**src/verilog/slave_sm_consts.svh**
```systemverilog
// Constants for the fieldbus slave state machine link
// How it works
// Reset puts slave into power-on state
// Power-on refuses mailbox and process data
// Master sets channels 0,1 as mailbox
// Power-on to configuring checks mailbox setup
// Configuring allows mailbox, blocks process data
// Master sets process channels from 2
// Configuring to guarded checks process, clock setup
// Inputs copied to memory before guarded ack; here they are copied on the same edge that raises the ack
// Guarded: traffic allowed, inputs refreshed, outputs safe
// Watchdog forces safe outputs unless disabled
// Master gives valid outputs before running
// Running copies outputs, allows all traffic
// Update state only from power-on
// Update state allows only file transfer
// Running is normal resting state
// Master drives every transition by command
// Process image holds exactly one bit
// No address or configuration settings needed
// Illegal request or failed check: stay, no ack
`ifndef SLAVE_SM_CONSTS_SVH
`define SLAVE_SM_CONSTS_SVH
`define ST_POWER_ON    5'h01
`define ST_CONFIGURING 5'h02
`define ST_GUARDED     5'h04
`define ST_RUNNING     5'h08
`define ST_UPDATE      5'h10
`define SAFE_OUTPUT    1'h0
`define MBX_CH_FIRST   2'h0
`define MBX_CH_LAST    2'h1
`define PD_CH_FIRST    2'h2
`endif

```
**src/verilog/slave_sm_pkg.sv**
```systemverilog
// Types shared by both ends of the state link
`include "slave_sm_consts.svh"
package slave_sm_pkg;
  typedef enum logic [4:0] {
    power_on    = `ST_POWER_ON,
    configuring = `ST_CONFIGURING,
    guarded     = `ST_GUARDED,
    running     = `ST_RUNNING,
    update      = `ST_UPDATE
  } slave_state_t;
  typedef enum logic [1:0] {
    mbx_plain = 2'h0,
    mbx_file  = 2'h1
  } mbx_kind_t;
endpackage : slave_sm_pkg

```
**src/verilog/slave_link_if.sv**
```systemverilog
// Link between fieldbus master and slave state machine
`timescale 1ns/1ps
interface slave_link_if;
  slave_sm_pkg::slave_state_t req_state;
  logic                       req_valid;
  logic                       ack;
  logic                       nak;
  slave_sm_pkg::slave_state_t cur_state;
  logic                       mbx_valid;
  slave_sm_pkg::mbx_kind_t    mbx_kind;
  logic                       mbx_accept;
  logic                       mbx_refuse;
  logic                       pd_valid;
  logic                       pd_out;
  logic                       pd_accept;
  logic                       pd_refuse;
  logic                       pd_in;
  logic [1:0]                 mbx_ch_cfg;
  logic [1:0]                 pd_ch_start;
  logic                       pd_cfg_ok;
  logic                       dc_used;
  logic                       dc_cfg_ok;
  modport slave (input req_state, req_valid, mbx_valid, mbx_kind, pd_valid, pd_out,
                 mbx_ch_cfg, pd_ch_start, pd_cfg_ok, dc_used, dc_cfg_ok,
                 output ack, nak, cur_state, mbx_accept, mbx_refuse, pd_accept,
                 pd_refuse, pd_in);
  modport master (output req_state, req_valid, mbx_valid, mbx_kind, pd_valid, pd_out,
                  mbx_ch_cfg, pd_ch_start, pd_cfg_ok, dc_used, dc_cfg_ok,
                  input ack, nak, cur_state, mbx_accept, mbx_refuse, pd_accept,
                  pd_refuse, pd_in);
endinterface : slave_link_if

```
**src/verilog/slave_state_machine.sv**
```systemverilog
// Slave end: state machine, traffic gating, process image
`timescale 1ns/1ps
`include "slave_sm_consts.svh"
module slave_state_machine (
  input  wire logic   core_clk,
  input  wire logic   resetn,
  slave_link_if.slave link,
  input  wire logic   field_in,
  input  wire logic   watchdog_off,
  output logic        field_out,
  output logic        mem_in
);
  slave_sm_pkg::slave_state_t state;
  logic                       pending;
  logic                       pending_to_guarded;

  // Requested move is a legal edge of the graph
  function automatic logic legal_move(input slave_sm_pkg::slave_state_t from,
                                      input slave_sm_pkg::slave_state_t to);
    logic ok;
    ok = 1'b0;
    case (from)
      slave_sm_pkg::power_on:    ok = (to == slave_sm_pkg::configuring) ||
                                      (to == slave_sm_pkg::update);
      slave_sm_pkg::configuring: ok = (to == slave_sm_pkg::guarded) ||
                                      (to == slave_sm_pkg::power_on);
      slave_sm_pkg::guarded:     ok = (to == slave_sm_pkg::running) ||
                                      (to == slave_sm_pkg::configuring) ||
                                      (to == slave_sm_pkg::power_on);
      slave_sm_pkg::running:     ok = (to != slave_sm_pkg::update);
      slave_sm_pkg::update:      ok = (to == slave_sm_pkg::power_on);
      default:                   ok = 1'b0;
    endcase
    return ok;
  endfunction : legal_move

  logic check_ok;
  always_comb begin
    check_ok = 1'b1;
    if (state == slave_sm_pkg::power_on && link.req_state == slave_sm_pkg::configuring)
      check_ok = (link.mbx_ch_cfg == ((2'h1 << `MBX_CH_FIRST) | (2'h1 << `MBX_CH_LAST)));
    if (state == slave_sm_pkg::configuring && link.req_state == slave_sm_pkg::guarded)
      check_ok = link.pd_cfg_ok && (link.pd_ch_start == `PD_CH_FIRST) &&
                 (!link.dc_used || link.dc_cfg_ok);
  end

  // State register; a refused request leaves it alone
  always_ff @(posedge core_clk) begin
    if (!resetn) begin
      state <= slave_sm_pkg::power_on;
    end else if (link.req_valid && legal_move(state, link.req_state) && check_ok) begin
      state <= link.req_state;
    end
  end

  // Ack of every accepted move one cycle late, so on guarded entry inputs land in memory on the same edge
  always_ff @(posedge core_clk) begin
    if (!resetn) begin
      link.ack           <= 1'b0;
      link.nak           <= 1'b0;
      pending            <= 1'b0;
      pending_to_guarded <= 1'b0;
    end else begin
      pending            <= link.req_valid && legal_move(state, link.req_state) && check_ok;
      pending_to_guarded <= link.req_valid && link.req_state == slave_sm_pkg::guarded;
      link.ack           <= pending;
      link.nak           <= link.req_valid &&
                            !(legal_move(state, link.req_state) && check_ok);
    end
  end

  always_ff @(posedge core_clk) begin
    if (!resetn) begin
      link.cur_state <= slave_sm_pkg::power_on;
    end else begin
      link.cur_state <= state;
    end
  end

  // Traffic gating by state
  always_ff @(posedge core_clk) begin
    if (!resetn) begin
      link.mbx_accept <= 1'b0;
      link.mbx_refuse <= 1'b0;
      link.pd_accept  <= 1'b0;
      link.pd_refuse  <= 1'b0;
    end else begin
      case (state)
        slave_sm_pkg::power_on: begin
          link.mbx_accept <= 1'b0;
          link.mbx_refuse <= link.mbx_valid;
          link.pd_accept  <= 1'b0;
          link.pd_refuse  <= link.pd_valid;
        end
        slave_sm_pkg::configuring: begin
          link.mbx_accept <= link.mbx_valid;
          link.mbx_refuse <= 1'b0;
          link.pd_accept  <= 1'b0;
          link.pd_refuse  <= link.pd_valid;
        end
        slave_sm_pkg::guarded, slave_sm_pkg::running: begin
          link.mbx_accept <= link.mbx_valid;
          link.mbx_refuse <= 1'b0;
          link.pd_accept  <= link.pd_valid;
          link.pd_refuse  <= 1'b0;
        end
        slave_sm_pkg::update: begin
          link.mbx_accept <= link.mbx_valid && link.mbx_kind == slave_sm_pkg::mbx_file;
          link.mbx_refuse <= link.mbx_valid && link.mbx_kind != slave_sm_pkg::mbx_file;
          link.pd_accept  <= 1'b0;
          link.pd_refuse  <= link.pd_valid;
        end
        default: begin
          link.mbx_accept <= 1'b0;
          link.mbx_refuse <= link.mbx_valid;
          link.pd_accept  <= 1'b0;
          link.pd_refuse  <= link.pd_valid;
        end
      endcase
    end
  end

  // One-bit image each way; fixed mapping, nothing to set up
  always_ff @(posedge core_clk) begin
    if (!resetn) begin
      mem_in      <= 1'b0;
      link.pd_in  <= 1'b0;
    end else if (state == slave_sm_pkg::guarded || state == slave_sm_pkg::running ||
                 pending_to_guarded) begin
      mem_in      <= field_in;
      link.pd_in  <= field_in;
    end
  end

  // Output stage: safe unless running, or watchdog off in guarded
  always_ff @(posedge core_clk) begin
    if (!resetn) begin
      field_out <= `SAFE_OUTPUT;
    end else if (link.pd_valid && (state == slave_sm_pkg::running ||
                 (state == slave_sm_pkg::guarded && watchdog_off))) begin
      field_out <= link.pd_out;
    end else if (!(state == slave_sm_pkg::running ||
                 (state == slave_sm_pkg::guarded && watchdog_off))) begin
      field_out <= `SAFE_OUTPUT;
    end
  end
endmodule : slave_state_machine

```
**src/flat_wrapper.sv**
```systemverilog
// flat-port wrapper written by rule: the top's interface ports become plain ports
module slave_state_machine_flat 
  (core_clk, resetn, field_in, watchdog_off, field_out, mem_in, link_req_state, link_req_valid, link_mbx_valid, link_mbx_kind, link_pd_valid, link_pd_out, link_mbx_ch_cfg, link_pd_ch_start, link_pd_cfg_ok, link_dc_used, link_dc_cfg_ok, link_ack, link_nak, link_cur_state, link_mbx_accept, link_mbx_refuse, link_pd_accept, link_pd_refuse, link_pd_in);
  slave_link_if link_i ();
  input  wire logic core_clk;
  input  wire logic resetn;
  input  wire logic field_in;
  input  wire logic watchdog_off;
  output logic field_out;
  output logic mem_in;
  input wire logic [$bits(link_i.req_state)-1:0] link_req_state;
  input wire logic [$bits(link_i.req_valid)-1:0] link_req_valid;
  input wire logic [$bits(link_i.mbx_valid)-1:0] link_mbx_valid;
  input wire logic [$bits(link_i.mbx_kind)-1:0] link_mbx_kind;
  input wire logic [$bits(link_i.pd_valid)-1:0] link_pd_valid;
  input wire logic [$bits(link_i.pd_out)-1:0] link_pd_out;
  input wire logic [$bits(link_i.mbx_ch_cfg)-1:0] link_mbx_ch_cfg;
  input wire logic [$bits(link_i.pd_ch_start)-1:0] link_pd_ch_start;
  input wire logic [$bits(link_i.pd_cfg_ok)-1:0] link_pd_cfg_ok;
  input wire logic [$bits(link_i.dc_used)-1:0] link_dc_used;
  input wire logic [$bits(link_i.dc_cfg_ok)-1:0] link_dc_cfg_ok;
  output wire logic [$bits(link_i.ack)-1:0] link_ack;
  output wire logic [$bits(link_i.nak)-1:0] link_nak;
  output wire logic [$bits(link_i.cur_state)-1:0] link_cur_state;
  output wire logic [$bits(link_i.mbx_accept)-1:0] link_mbx_accept;
  output wire logic [$bits(link_i.mbx_refuse)-1:0] link_mbx_refuse;
  output wire logic [$bits(link_i.pd_accept)-1:0] link_pd_accept;
  output wire logic [$bits(link_i.pd_refuse)-1:0] link_pd_refuse;
  output wire logic [$bits(link_i.pd_in)-1:0] link_pd_in;
  assign link_i.req_state = link_req_state;
  assign link_i.req_valid = link_req_valid;
  assign link_i.mbx_valid = link_mbx_valid;
  assign link_i.mbx_kind = link_mbx_kind;
  assign link_i.pd_valid = link_pd_valid;
  assign link_i.pd_out = link_pd_out;
  assign link_i.mbx_ch_cfg = link_mbx_ch_cfg;
  assign link_i.pd_ch_start = link_pd_ch_start;
  assign link_i.pd_cfg_ok = link_pd_cfg_ok;
  assign link_i.dc_used = link_dc_used;
  assign link_i.dc_cfg_ok = link_dc_cfg_ok;
  assign link_ack = link_i.ack;
  assign link_nak = link_i.nak;
  assign link_cur_state = link_i.cur_state;
  assign link_mbx_accept = link_i.mbx_accept;
  assign link_mbx_refuse = link_i.mbx_refuse;
  assign link_pd_accept = link_i.pd_accept;
  assign link_pd_refuse = link_i.pd_refuse;
  assign link_pd_in = link_i.pd_in;
  slave_state_machine u_core (.core_clk(core_clk), .resetn(resetn), .link(link_i), .field_in(field_in), .watchdog_off(watchdog_off), .field_out(field_out), .mem_in(mem_in));
endmodule
```
**config.mk**
```make
export PLATFORM = sky130hd
export DESIGN_NAME = slave_state_machine_flat
export DESIGN_NICKNAME = d
export VERILOG_FILES = /design/src/verilog/slave_sm_pkg.sv /design/src/verilog/slave_link_if.sv /design/src/verilog/slave_state_machine.sv /design/src/flat_wrapper.sv
export VERILOG_INCLUDE_DIRS = /design/src /design/src/verilog
export SDC_FILE = /design/constraint.sdc
export NUM_CORES = 1
export LEC_CHECK = 0
export ABC_AREA = 1
export CORE_MARGIN = 5
export CORE_UTILIZATION = 30
export DETAILED_ROUTE_END_ITERATION = 10
export DONT_BUFFER_PORTS = 1
export PLACE_DENSITY_LB_ADDON = 0.12
export SYNTH_ARGS = -nofsm -noshare
export SYNTH_HDL_FRONTEND = slang
export SYNTH_SLANG_ARGS = --single-unit
```
**constraint.sdc**
```tcl
create_clock -name core_clk -period 1.65 [get_ports core_clk]
set_input_delay 0.0825 -clock core_clk [delete_from_list [all_inputs] [get_ports core_clk]]
set_output_delay 0.0825 -clock core_clk [all_outputs]
set_load 0.005 [all_outputs]
```
==> out/results.tsv, run 1 <==
metric	value	unit
vias in the first global route	839	
Clock Root Buffer	clkbuf_4	
most frequent cell after synthesis	nand2_1	
CTS H-Tree Depth	1	
startpoint types	primary input	
RSZ-0062 raised after global routing	no	
post-CTS setup buffers	0	
initial antenna violation count	0	
Post-Syn Nets	159	
CP startpoint	link_req_state[0]	
ant diodes	0	
global placer's final weighted congestion	0.715	
share of layout cells above drive strength 1	15.5	%
fin crit share	84.6	%
initial core utilization	31.8	%
post-synth top area share	40.6	%
Via density	4.44	
DRC	0	
R2R Path Start	u_core.state[2]	
DRT antenna net count	0	
max-cap violations	0	
largest net degree at the start of global routing	13	
Iter 0 DRT Violations	10	
post-synthesis compound-gate area fraction	5.46	%
Worst-Margin Slew	0.409	ns
Fill cells	358	
Ports	36	
FFs w/ async S/R, synth	0	%
main combinational cell family by area after synthesis	simple AND/OR/NAND/NOR gates	
synthesized area	986	um2
die area	4530	um2
Slew Viols, Final	0	
RR Endpoint	u_core.state[2]	
drt first pass iters	4	
die height	67.3	um
status	complete, no violations	
final hold violations	0	
Synth Area in Simple Gates	41.4	%
Synth area leader	dfxtp_1	
Area Overhead vs Synth	19.2	%
vias after detailed routing	852	
pwr dens	829	nW/um2
worst setup path end	u_core.pending_to_guarded	
Mapped Cells	137	
Slew headroom	72.8	%
Post-Syn Area per Cell	7.20	um2
FF/Latch Area	400	um2
CTS sink cnt	20	
Req. time, crit path	1.89	ns
share of the yosys chip area belonging to registers	40.6	%
DR WL/cell	10.9	um
reg2reg path depth	10	
Peak Freq	716	MHz
Nets	171	
multi-input gate area in the final layout	462	um2
total gr overflow	0	
number of flops mapped to enable cells by yosys	0	
Main synth FF type	dfxtp_1	
first-pass GRT wire length	3.55	mm
maximum vdd drop	0.620	mV
Setup CP Type	primary input to register	
FF-to-FF setup slack	0.27	ns
total CTS buffers	3	
crit path max fanout	4	
Synth Area in Adders	0	%
Clock Tree Buf Depth	2	
crit path DAT	1.64	ns
GR Util All Layers	10.5	%
XOR/XNOR share of the synthesized area	0	%
multiplexer share of the synthesized area	0	%
Core Area	3100	um2
Worst-path clk slew	0.12	ns
Ys Warns	0	
Max Clock Skew	0.0104	ns
die span in x	67.3	um
Synth Register Bits	20	
Distinct cells, synth	21	
Final HPWL DP	1.68	mm
IO buf count	0	
top post-synthesis cells by area	dfxtp_1 41%, nand2_1 11%, inv_1 10%, nand3_1 5.6%, nor2_1 4.2%	
LEAKAGE	0.609	nW
Cell Rows	20	
CTS tree	yes	
Synth top cells by count	30 x nand2_1, 27 x inv_1, 20 x dfxtp_1	
CP Capture Type	register	
worst hold slack	0.0331	ns
clk_lat worst skew	0.30	ns
Finish-stage setup viols	0	
WL final	2.10	mm
setup TNS	0	ns
min Tclk post-route	1.40	ns
worst hold path type	primary input to register	
-- layout by cell type, fill, tap and decap left out, types with 5 or more instances in the layout --
cell type / n
nor2_1: 11
nand3_1: 11
dlygate4sd3_1: 8
nand2_1: 30
dfxtp_1: 20
inv_1: 27
nor2_2: 5
nand4_1: 6
-- routing by layer --
layer | vias up | track usage [%] | routed length [um]
met5 | - | 0 | 0
met4 | 0 | 1.52 | 12
met3 | 2 | 5.49 | 185
met2 | 25 | 19.4 | 986
met1 | 377 | 10.6 | 913
li1 | 448 | - | -
-- power by group --
part | switching [mW] | internal, mW | leakage [nW] | total (mW)
combinational | 0.0471 | 0.0325 | 0.418 | 0.0796
sequential | 0.00805 | 0.493 | 0.162 | 0.501
clock | 0.147 | 0.246 | 0.0279 | 0.393
total | 0.203 | 0.771 | 0.609 | 0.974
-- critical path: stages --
cell,delay (ns)
dlygate4sd3_1,0.60
nor2_4,0.15
nand2_1,0.09
nor3_1,0.15
dlygate4sd3_1,0.56
-- final cells by class --
class                      instances  area share, %
clock buffer                       3           1.92
clock inverter                     1           2.56
inverter                          30           9.58
multi-input combinational         85           39.3
sequential                        20           34.1
tap                               44           4.69
timing repair buffer               9           7.88
-- worst min path at each step --
stage	start	to	slack, ns	cells past startpoint
2_1_floorplan	field_in	u_core.mem_in	0.21	2
3_3_place_gp	resetn	u_core.link.ack	0.19	2
3_5_place_dp	resetn	u_core.link.ack	0.20	2
4_1_cts	link_req_state[3]	u_core.state[3]	0.03	4
5_1_grt	link_req_state[1]	u_core.state[1]	0.05	4
6_report	link_req_state[3]	u_core.state[3]	0.03	4
-- cells by family after synthesis --
group,Yosys count
and+or+nand+nor,77
DFF,20
AOI/OAI and AO/OA,8
buffers and inverters,32
-- metrics by stage --
step | cells | worst slack [ns] | total power, mW | cell area (um2) | util (%)
2_1_floorplan | 137 | 0.436 | 0.562 | 986 | -
3_3_place_gp | 179 | 0.290 | 0.570 | 1030 | 33.2
3_5_place_dp | 179 | 0.268 | 0.570 | 1030 | 33.2
4_1_cts | 192 | 0.0616 | 0.992 | 1170 | 37.8
5_1_grt | 192 | 0.0933 | 1.03 | 1170 | 37.9
6_report | 192 | 0.253 | 0.974 | 1170 | 37.9
-- timing repair --
| action | in CTS | in global routing |
|---|---|---|
| setup endpoints to repair | 0 | 1 |
| hold buffers | 9 | 0 |
| hold endpoints to repair | 19 | 0 |
| gates resized for setup | 0 | 1 |
-- sequential cells by signal (all words and copies together), names as in the netlist --
| signal | flops |
|---|---|
| u_core.field_out | 1 |
| u_core.link.ack | 1 |
| u_core.link.cur_state | 5 |
| u_core.link.mbx_accept | 1 |
| u_core.link.mbx_refuse | 1 |
| u_core.link.nak | 1 |
| u_core.link.pd_accept | 1 |
| u_core.link.pd_refuse | 1 |
| u_core.mem_in | 1 |
| u_core.pending | 1 |
| u_core.pending_to_guarded | 1 |
| u_core.state | 5 |
Note: power is estimated with default switching activity, not from simulation.
==> inputs of run 2 (changes only) <==
==> constraint.sdc (replaced) <==
create_clock -name core_clk -period 1.4 [get_ports core_clk]
set_input_delay 0.07 -clock core_clk [delete_from_list [all_inputs] [get_ports core_clk]]
set_output_delay 0.07 -clock core_clk [all_outputs]
set_load 0.005 [all_outputs]
==> out/results.tsv, run 2 (synthesized netlist as in run 1, its figures left out) <==
metric	value	unit	change
status	complete, no violations		
Nets	175		+2.3%
die height	67.3	um	unchanged
fin util	39.8	%	+1.9 points
total CTS buffers	3		unchanged
worst hold path type	primary input to register		
ant diodes	0		unchanged
drt first pass iters	4		unchanged
GR Util All Layers	10.6	%	+0.16 points
die area	4530	um2	unchanged
initial core utilization	31.8	%	unchanged
fin crit share	94.0	%	
DR WL/cell	11.3	um	+3.4%
CTS H-Tree Depth	1		unchanged
Worst-Margin Slew	0.438	ns	+0.0293 ns
top routing layer used	met4		
max-cap violations	0		unchanged
CTS tree	yes		
Net Sw Frac	21.3	%	+0.51 points
RSZ-0062 raised after global routing	yes		
total gr overflow	0		unchanged
non-filler cells, final	196		+2.1%
initial antenna violation count	0		unchanged
Final Cell Area	1230	um2	+5.0%
Gate power share	9.5	%	+1.3 points
clk_lat worst skew	0.30	ns	about the same
maximum vdd drop	0.581	mV	-6.3%
vias in the first global route	886		+5.6%
Cell Rows	20		unchanged
global placer's final weighted congestion	0.718		+0.50%
first-pass GRT wire length	3.66	mm	+3.1%
dpl ws	0.0267	ns	-0.242 ns
IO buf count	0		unchanged
sw power	0.248	mW	+23%
biggest regs	u_core.link.cur_state x5, u_core.state x5		
Slew headroom	70.7	%	-2.0 points
Finish-stage setup viols	0		unchanged
commonest non-fill, non-tap cell in the layout	nand2_1		
LEAKAGE	0.639	nW	+4.9%
FF/Latch Area	412	um2	+2.8%
DRC	0		unchanged
worst hold slack	0.0231	ns	-0.0100 ns
clock share of power	39.9	%	-0.5 points
Core Area	3100	um2	unchanged
vias after detailed routing	876		+2.8%
WL final	2.21	mm	+5.6%
Power Internal	0.916	mW	+19%
Clock Tree Buf Depth	2		unchanged
Met1 Wirelength	984	um	+7.8%
share of layout cells above drive strength 1	20.4	%	+4.9 points
Met2 Wirelength	1.06	mm	+7.3%
Final Worst Setup Slack	0.0840	ns	-0.169 ns
Via density	4.47		+0.72%
Setup CP Type	register to register		
Fill cells	351		-2.0%
multi-input gate area in the final layout	472	um2	+2.2%
dpl cells	180		+0.56%
CTS sink cnt	20		unchanged
Worst-path clk slew	0.11	ns	about the same
Ports	36		unchanged
area post-placement	1040	um2	+0.73%
Area Overhead vs Synth	25.1	%	
Max Clock Skew	0.00354	ns	-0.00683 ns
startpoint types	register		
crit path DAT	1.56	ns	-0.08 ns
largest net degree at the start of global routing	13		unchanged
min Tclk post-route	1.32	ns	
Peak Freq	760	MHz	
CP Capture Type	register		
Iter 0 DRT Violations	17		+7
power consumption	1.16	mW	+20%
setup TNS	0	ns	unchanged
Slew Viols, Final	0		unchanged
final hold violations	0		unchanged
met3 WL	165	um	-11%
Clock Root Buffer	clkbuf_4		
Req. time, crit path	1.65	ns	-0.24 ns
Final HPWL DP	1.74	mm	+3.5%
DRT antenna net count	0		unchanged
die span in x	67.3	um	unchanged
pwr dens	944	nW/um2	+14%
most frequent cells in the layout	30 x nand2_1, 27 x inv_1, 15 x dfxtp_1		
register share of total power	50.6	%	-0.9 points
crit path max fanout	7		+3
run 2: cell types whose count changed in the layout (fill, tap and decap cells not counted), sizes merged:
cell          delta
buf              +3
dlymetal6s4s     +1
run 2: area by class of cell:
cell class / instances / share of cell area (%)
Clock buffer: 3 / 1.83
Tap cell: 44 / 4.46
Sequential cell: 20 / 33.4
Multi-Input combinational cell: 85 / 38.2
Clock inverter: 1 / 2.43
Inverter: 30 / 9.33
Timing Repair Buffer: 13 / 10.3
run 2: final timing paths:
path	slack, ns	cells past startpoint	startpoint	endpoint
setup reg to reg	0.08	11	u_core.state[3]	u_core.state[2]
setup / recovery	0.08	11	u_core.state[3]	u_core.state[2]
hold / removal	0.02	3	link_mbx_kind[0]	u_core.link.mbx_refuse
hold reg to reg	0.42	2	u_core.pending	u_core.link.ack
run 2: metal layers:
layer | up-vias | global-route usage, %
met5 | - | 0
met4 | 0 | 1.77
met3 | 2 | 5.16
met2 | 27 | 19.3
met1 | 390 | 11.3
li1 | 457 | -
run 2: power groups by stage:
stage / clock network (mW) / registers [mW] / logic, mW
after floorplan: 0 / 0.601 / 0.0613
after global placement: 0 / 0.604 / 0.0688
after detailed placement: 0 / 0.603 / 0.0702
after CTS: 0.485 / 0.591 / 0.102
after global routing: 0.512 / 0.591 / 0.123
final: 0.465 / 0.589 / 0.110
run 2: critical path, stage by stage, from the launching register on:
cell and delay (ns):
dfxtp_4 0.37, nor2_4 0.13, inv_2 0.07, nor2_4 0.10
nand2_1 0.06, nand2_1 0.07, nand2_2 0.06, nand3_4 0.12
nand3_4 0.10, nand2_1 0.07, nand2_1 0.05, inv_1 0.05
run 2: repair_timing:
action                                  4_1_cts  5_1_grt
endpoints found under the hold margin        19        0
endpoints found under the setup margin        0        9
buffers inserted                              0        2
resized for setup                             0       12
hold buffers                                 10        0
==> inputs of run 3 (changes only) <==
--- a/config.mk
+++ b/config.mk
@@ -7,8 +7,8 @@
 export NUM_CORES = 1
 export LEC_CHECK = 0
 export ABC_AREA = 1
-export CORE_MARGIN = 5
-export CORE_UTILIZATION = 30
+export CORE_MARGIN = 10
+export CORE_UTILIZATION = 47
 export DETAILED_ROUTE_END_ITERATION = 10
 export DONT_BUFFER_PORTS = 1
 export PLACE_DENSITY_LB_ADDON = 0.12
==> out/results.tsv, run 3 (synthesized netlist as in run 1, its figures left out) <==
metric	value	unit	change
max-cap violations	0		unchanged
Clock Tree Buf Depth	2		unchanged
crit path max fanout	7		unchanged
Nets	176		+0.57%
largest net degree at the start of global routing	12		-1
first-pass GRT wire length	3.73	mm	+1.9%
CP startpoint	u_core.state[1]		
total CTS buffers	3		unchanged
CP Capture Type	register		
most frequent cells in the layout	27 x inv_1, 24 x nand2_1, 15 x dfxtp_1		
global placer's final weighted congestion	0.790		+10%
min Tclk post-route	1.39	ns	+0.0725 ns
Cell Rows	16		-20%
commonest non-fill, non-tap cell in the layout	inv_1		
ant diodes	0		unchanged
Max Clock Skew	0.00204	ns	-0.00150 ns
Power Internal	0.782	mW	-15%
RSZ-0062 raised after global routing	yes		
Slew Viols, Final	0		unchanged
Final HPWL DP	1.73	mm	-0.37%
Req. time, crit path	1.60	ns	-0.05 ns
DRC	0		unchanged
power consumption	1.01	mW	-13%
R2R Path Start	u_core.state[1]		
worst hold path type	primary input to register		
vias after detailed routing	913		+4.2%
Hold EP	u_core.pending_to_guarded		
Ports	36		unchanged
startpoint types	register		
vias in the first global route	905		+2.1%
Worst Hold Path Cells	3		unchanged
biggest regs	u_core.link.cur_state x5, u_core.state x5		
WL final	2.34	mm	+5.9%
FF-to-FF setup slack	0.01	ns	-0.07 ns
Worst-Margin Slew	0.400	ns	-0.0380 ns
clock share of power	31.3	%	-8.6 points
CTS H-Tree Depth	1		unchanged
register share of total power	57.9	%	+7.3 points
share of layout cells above drive strength 1	27.5	%	+7.1 points
pwr dens	816	nW/um2	-14%
crit path DAT	1.59	ns	+0.03 ns
Hold Crit Start	link_req_state[3]		
LEAKAGE	0.643	nW	+0.70%
Slew headroom	73.3	%	+2.5 points
GR Util All Layers	10.6	%	-0.077 points
CP cell instances	nor2_4 -> buf_4 -> nand3_4 -> nor2_2 -> a21oi_2 -> nand3_4 -> nand3_4 -> nand2_1 -> nand2_1 -> inv_1		
DR WL/cell	13.0	um	+15%
Area Overhead vs Synth	26.1	%	
CP max stage cell	dfxtp_4		
Peak Freq	720	MHz	-5.2%
Clock Root Buffer	clkbuf_4		
drt first pass iters	4		unchanged
Net Sw Frac	22.9	%	+1.6 points
Worst-path clk slew	0.10	ns	about the same
reg2reg path depth	10		-1
RR Endpoint	u_core.state[2]		
cell mode on critical path	nand3_4		
die area	4330	um2	-4.5%
Fill cells	180		-49%
critical path's largest stage delay	0.39	ns	+0.02 ns
IO buf count	0		unchanged
total gr overflow	0		unchanged
setup TNS	0	ns	unchanged
maximum vdd drop	0.738	mV	+27%
Via density	5.07		+13%
Gate power share	10.8	%	+1.3 points
final hold violations	0		unchanged
CTS tree	yes		
Iter 0 DRT Violations	19		+2
status	complete, no violations		
initial core utilization	49.7	%	+18 points
CTS sink cnt	20		unchanged
Setup CP Type	register to register		
clk_lat worst skew	0.29	ns	about the same
Finish-stage setup viols	0		unchanged
die height	65.8	um	-2.3%
die span in x	65.8	um	-2.3%
fin crit share	99.2	%	+5.2 points
DRT antenna net count	0		unchanged
Core Area	1980	um2	-36%
sw power	0.233	mW	-6.3%
initial antenna violation count	0		unchanged
fin util	62.8	%	+23 points
## run 3: final cells by class
| cell class | count | area [um2] | area share, % |
|---|---|---|---|
| multi-input cells | 85 | 509 | 40.9 |
| flip-flops and latches | 20 | 414 | 33.3 |
| repair buffers | 14 | 135 | 10.9 |
| well taps | 27 | 33.8 | 2.72 |
| inverters | 30 | 115 | 9.26 |
| clock buffers | 4 | 36.3 | 2.92 |
## run 3: what timing repair did
item	in CTS	in global routing
setup endpoints to repair	0	9
endpoints found under the hold margin	19	1
setup buffers	0	4
hold buffers	9	1
gates resized for setup	0	25
## run 3: metrics by stage
stage / cell area (um2) / setup slack (ns) / hold slack, ns / instances
2_1_floorplan: 986 / 0.186 / 0.198 / 137
3_3_place_gp: 1010 / 0.0627 / 0.176 / 162
3_5_place_dp: 1010 / 0.0351 / 0.174 / 162
4_1_cts: 1130 / 0.0123 / 0.0165 / 175
5_1_grt: 1240 / -0.102 / 0.0196 / 180
6_report: 1240 / 0.0115 / 0.0296 / 180
## run 3: layer usage
metal / share of wire, % / GRT usage, % / wire (um) / vias to the layer above
met2: 51 / 18.6 / 1200 / 41
met1: 36 / 10.2 / 837 / 413
met5: 0 / 0 / 0 / -
met4: 0.68 / 2.41 / 16 / 0
li1: - / - / - / 457
met3: 12 / 6.61 / 286 / 2
## run 3: how the worst max path moves through the flow
stage,slack [ns],cells past startpoint,endpoint
after detailed placement,0.04,8,u_core.state[4]
after floorplan,0.19,10,u_core.state[0]
after CTS,0.01,11,u_core.state[4]
final,0.01,10,u_core.state[2]
after global placement,0.06,10,u_core.state[4]
after global routing,-0.10,9,u_core.state[1]
## run 3: critical path, delay by kind of cell, from the launching register on
kind / cells / cell delay (ns)
buffers and inverters: 2 / 0.17
DFF: 1 / 0.39
AOI/OAI and AO/OA: 1 / 0.15
and+or+nand+nor: 7 / 0.59
## run 3: power groups by stage
stage | Combinational [mW] | Clock, mW | Sequential (mW)
after global routing | 0.123 | 0.355 | 0.590
after floorplan | 0.0613 | 0 | 0.601
after CTS | 0.0966 | 0.332 | 0.591
after detailed placement | 0.0675 | 0 | 0.604
after global placement | 0.0660 | 0 | 0.604
final | 0.110 | 0.317 | 0.588
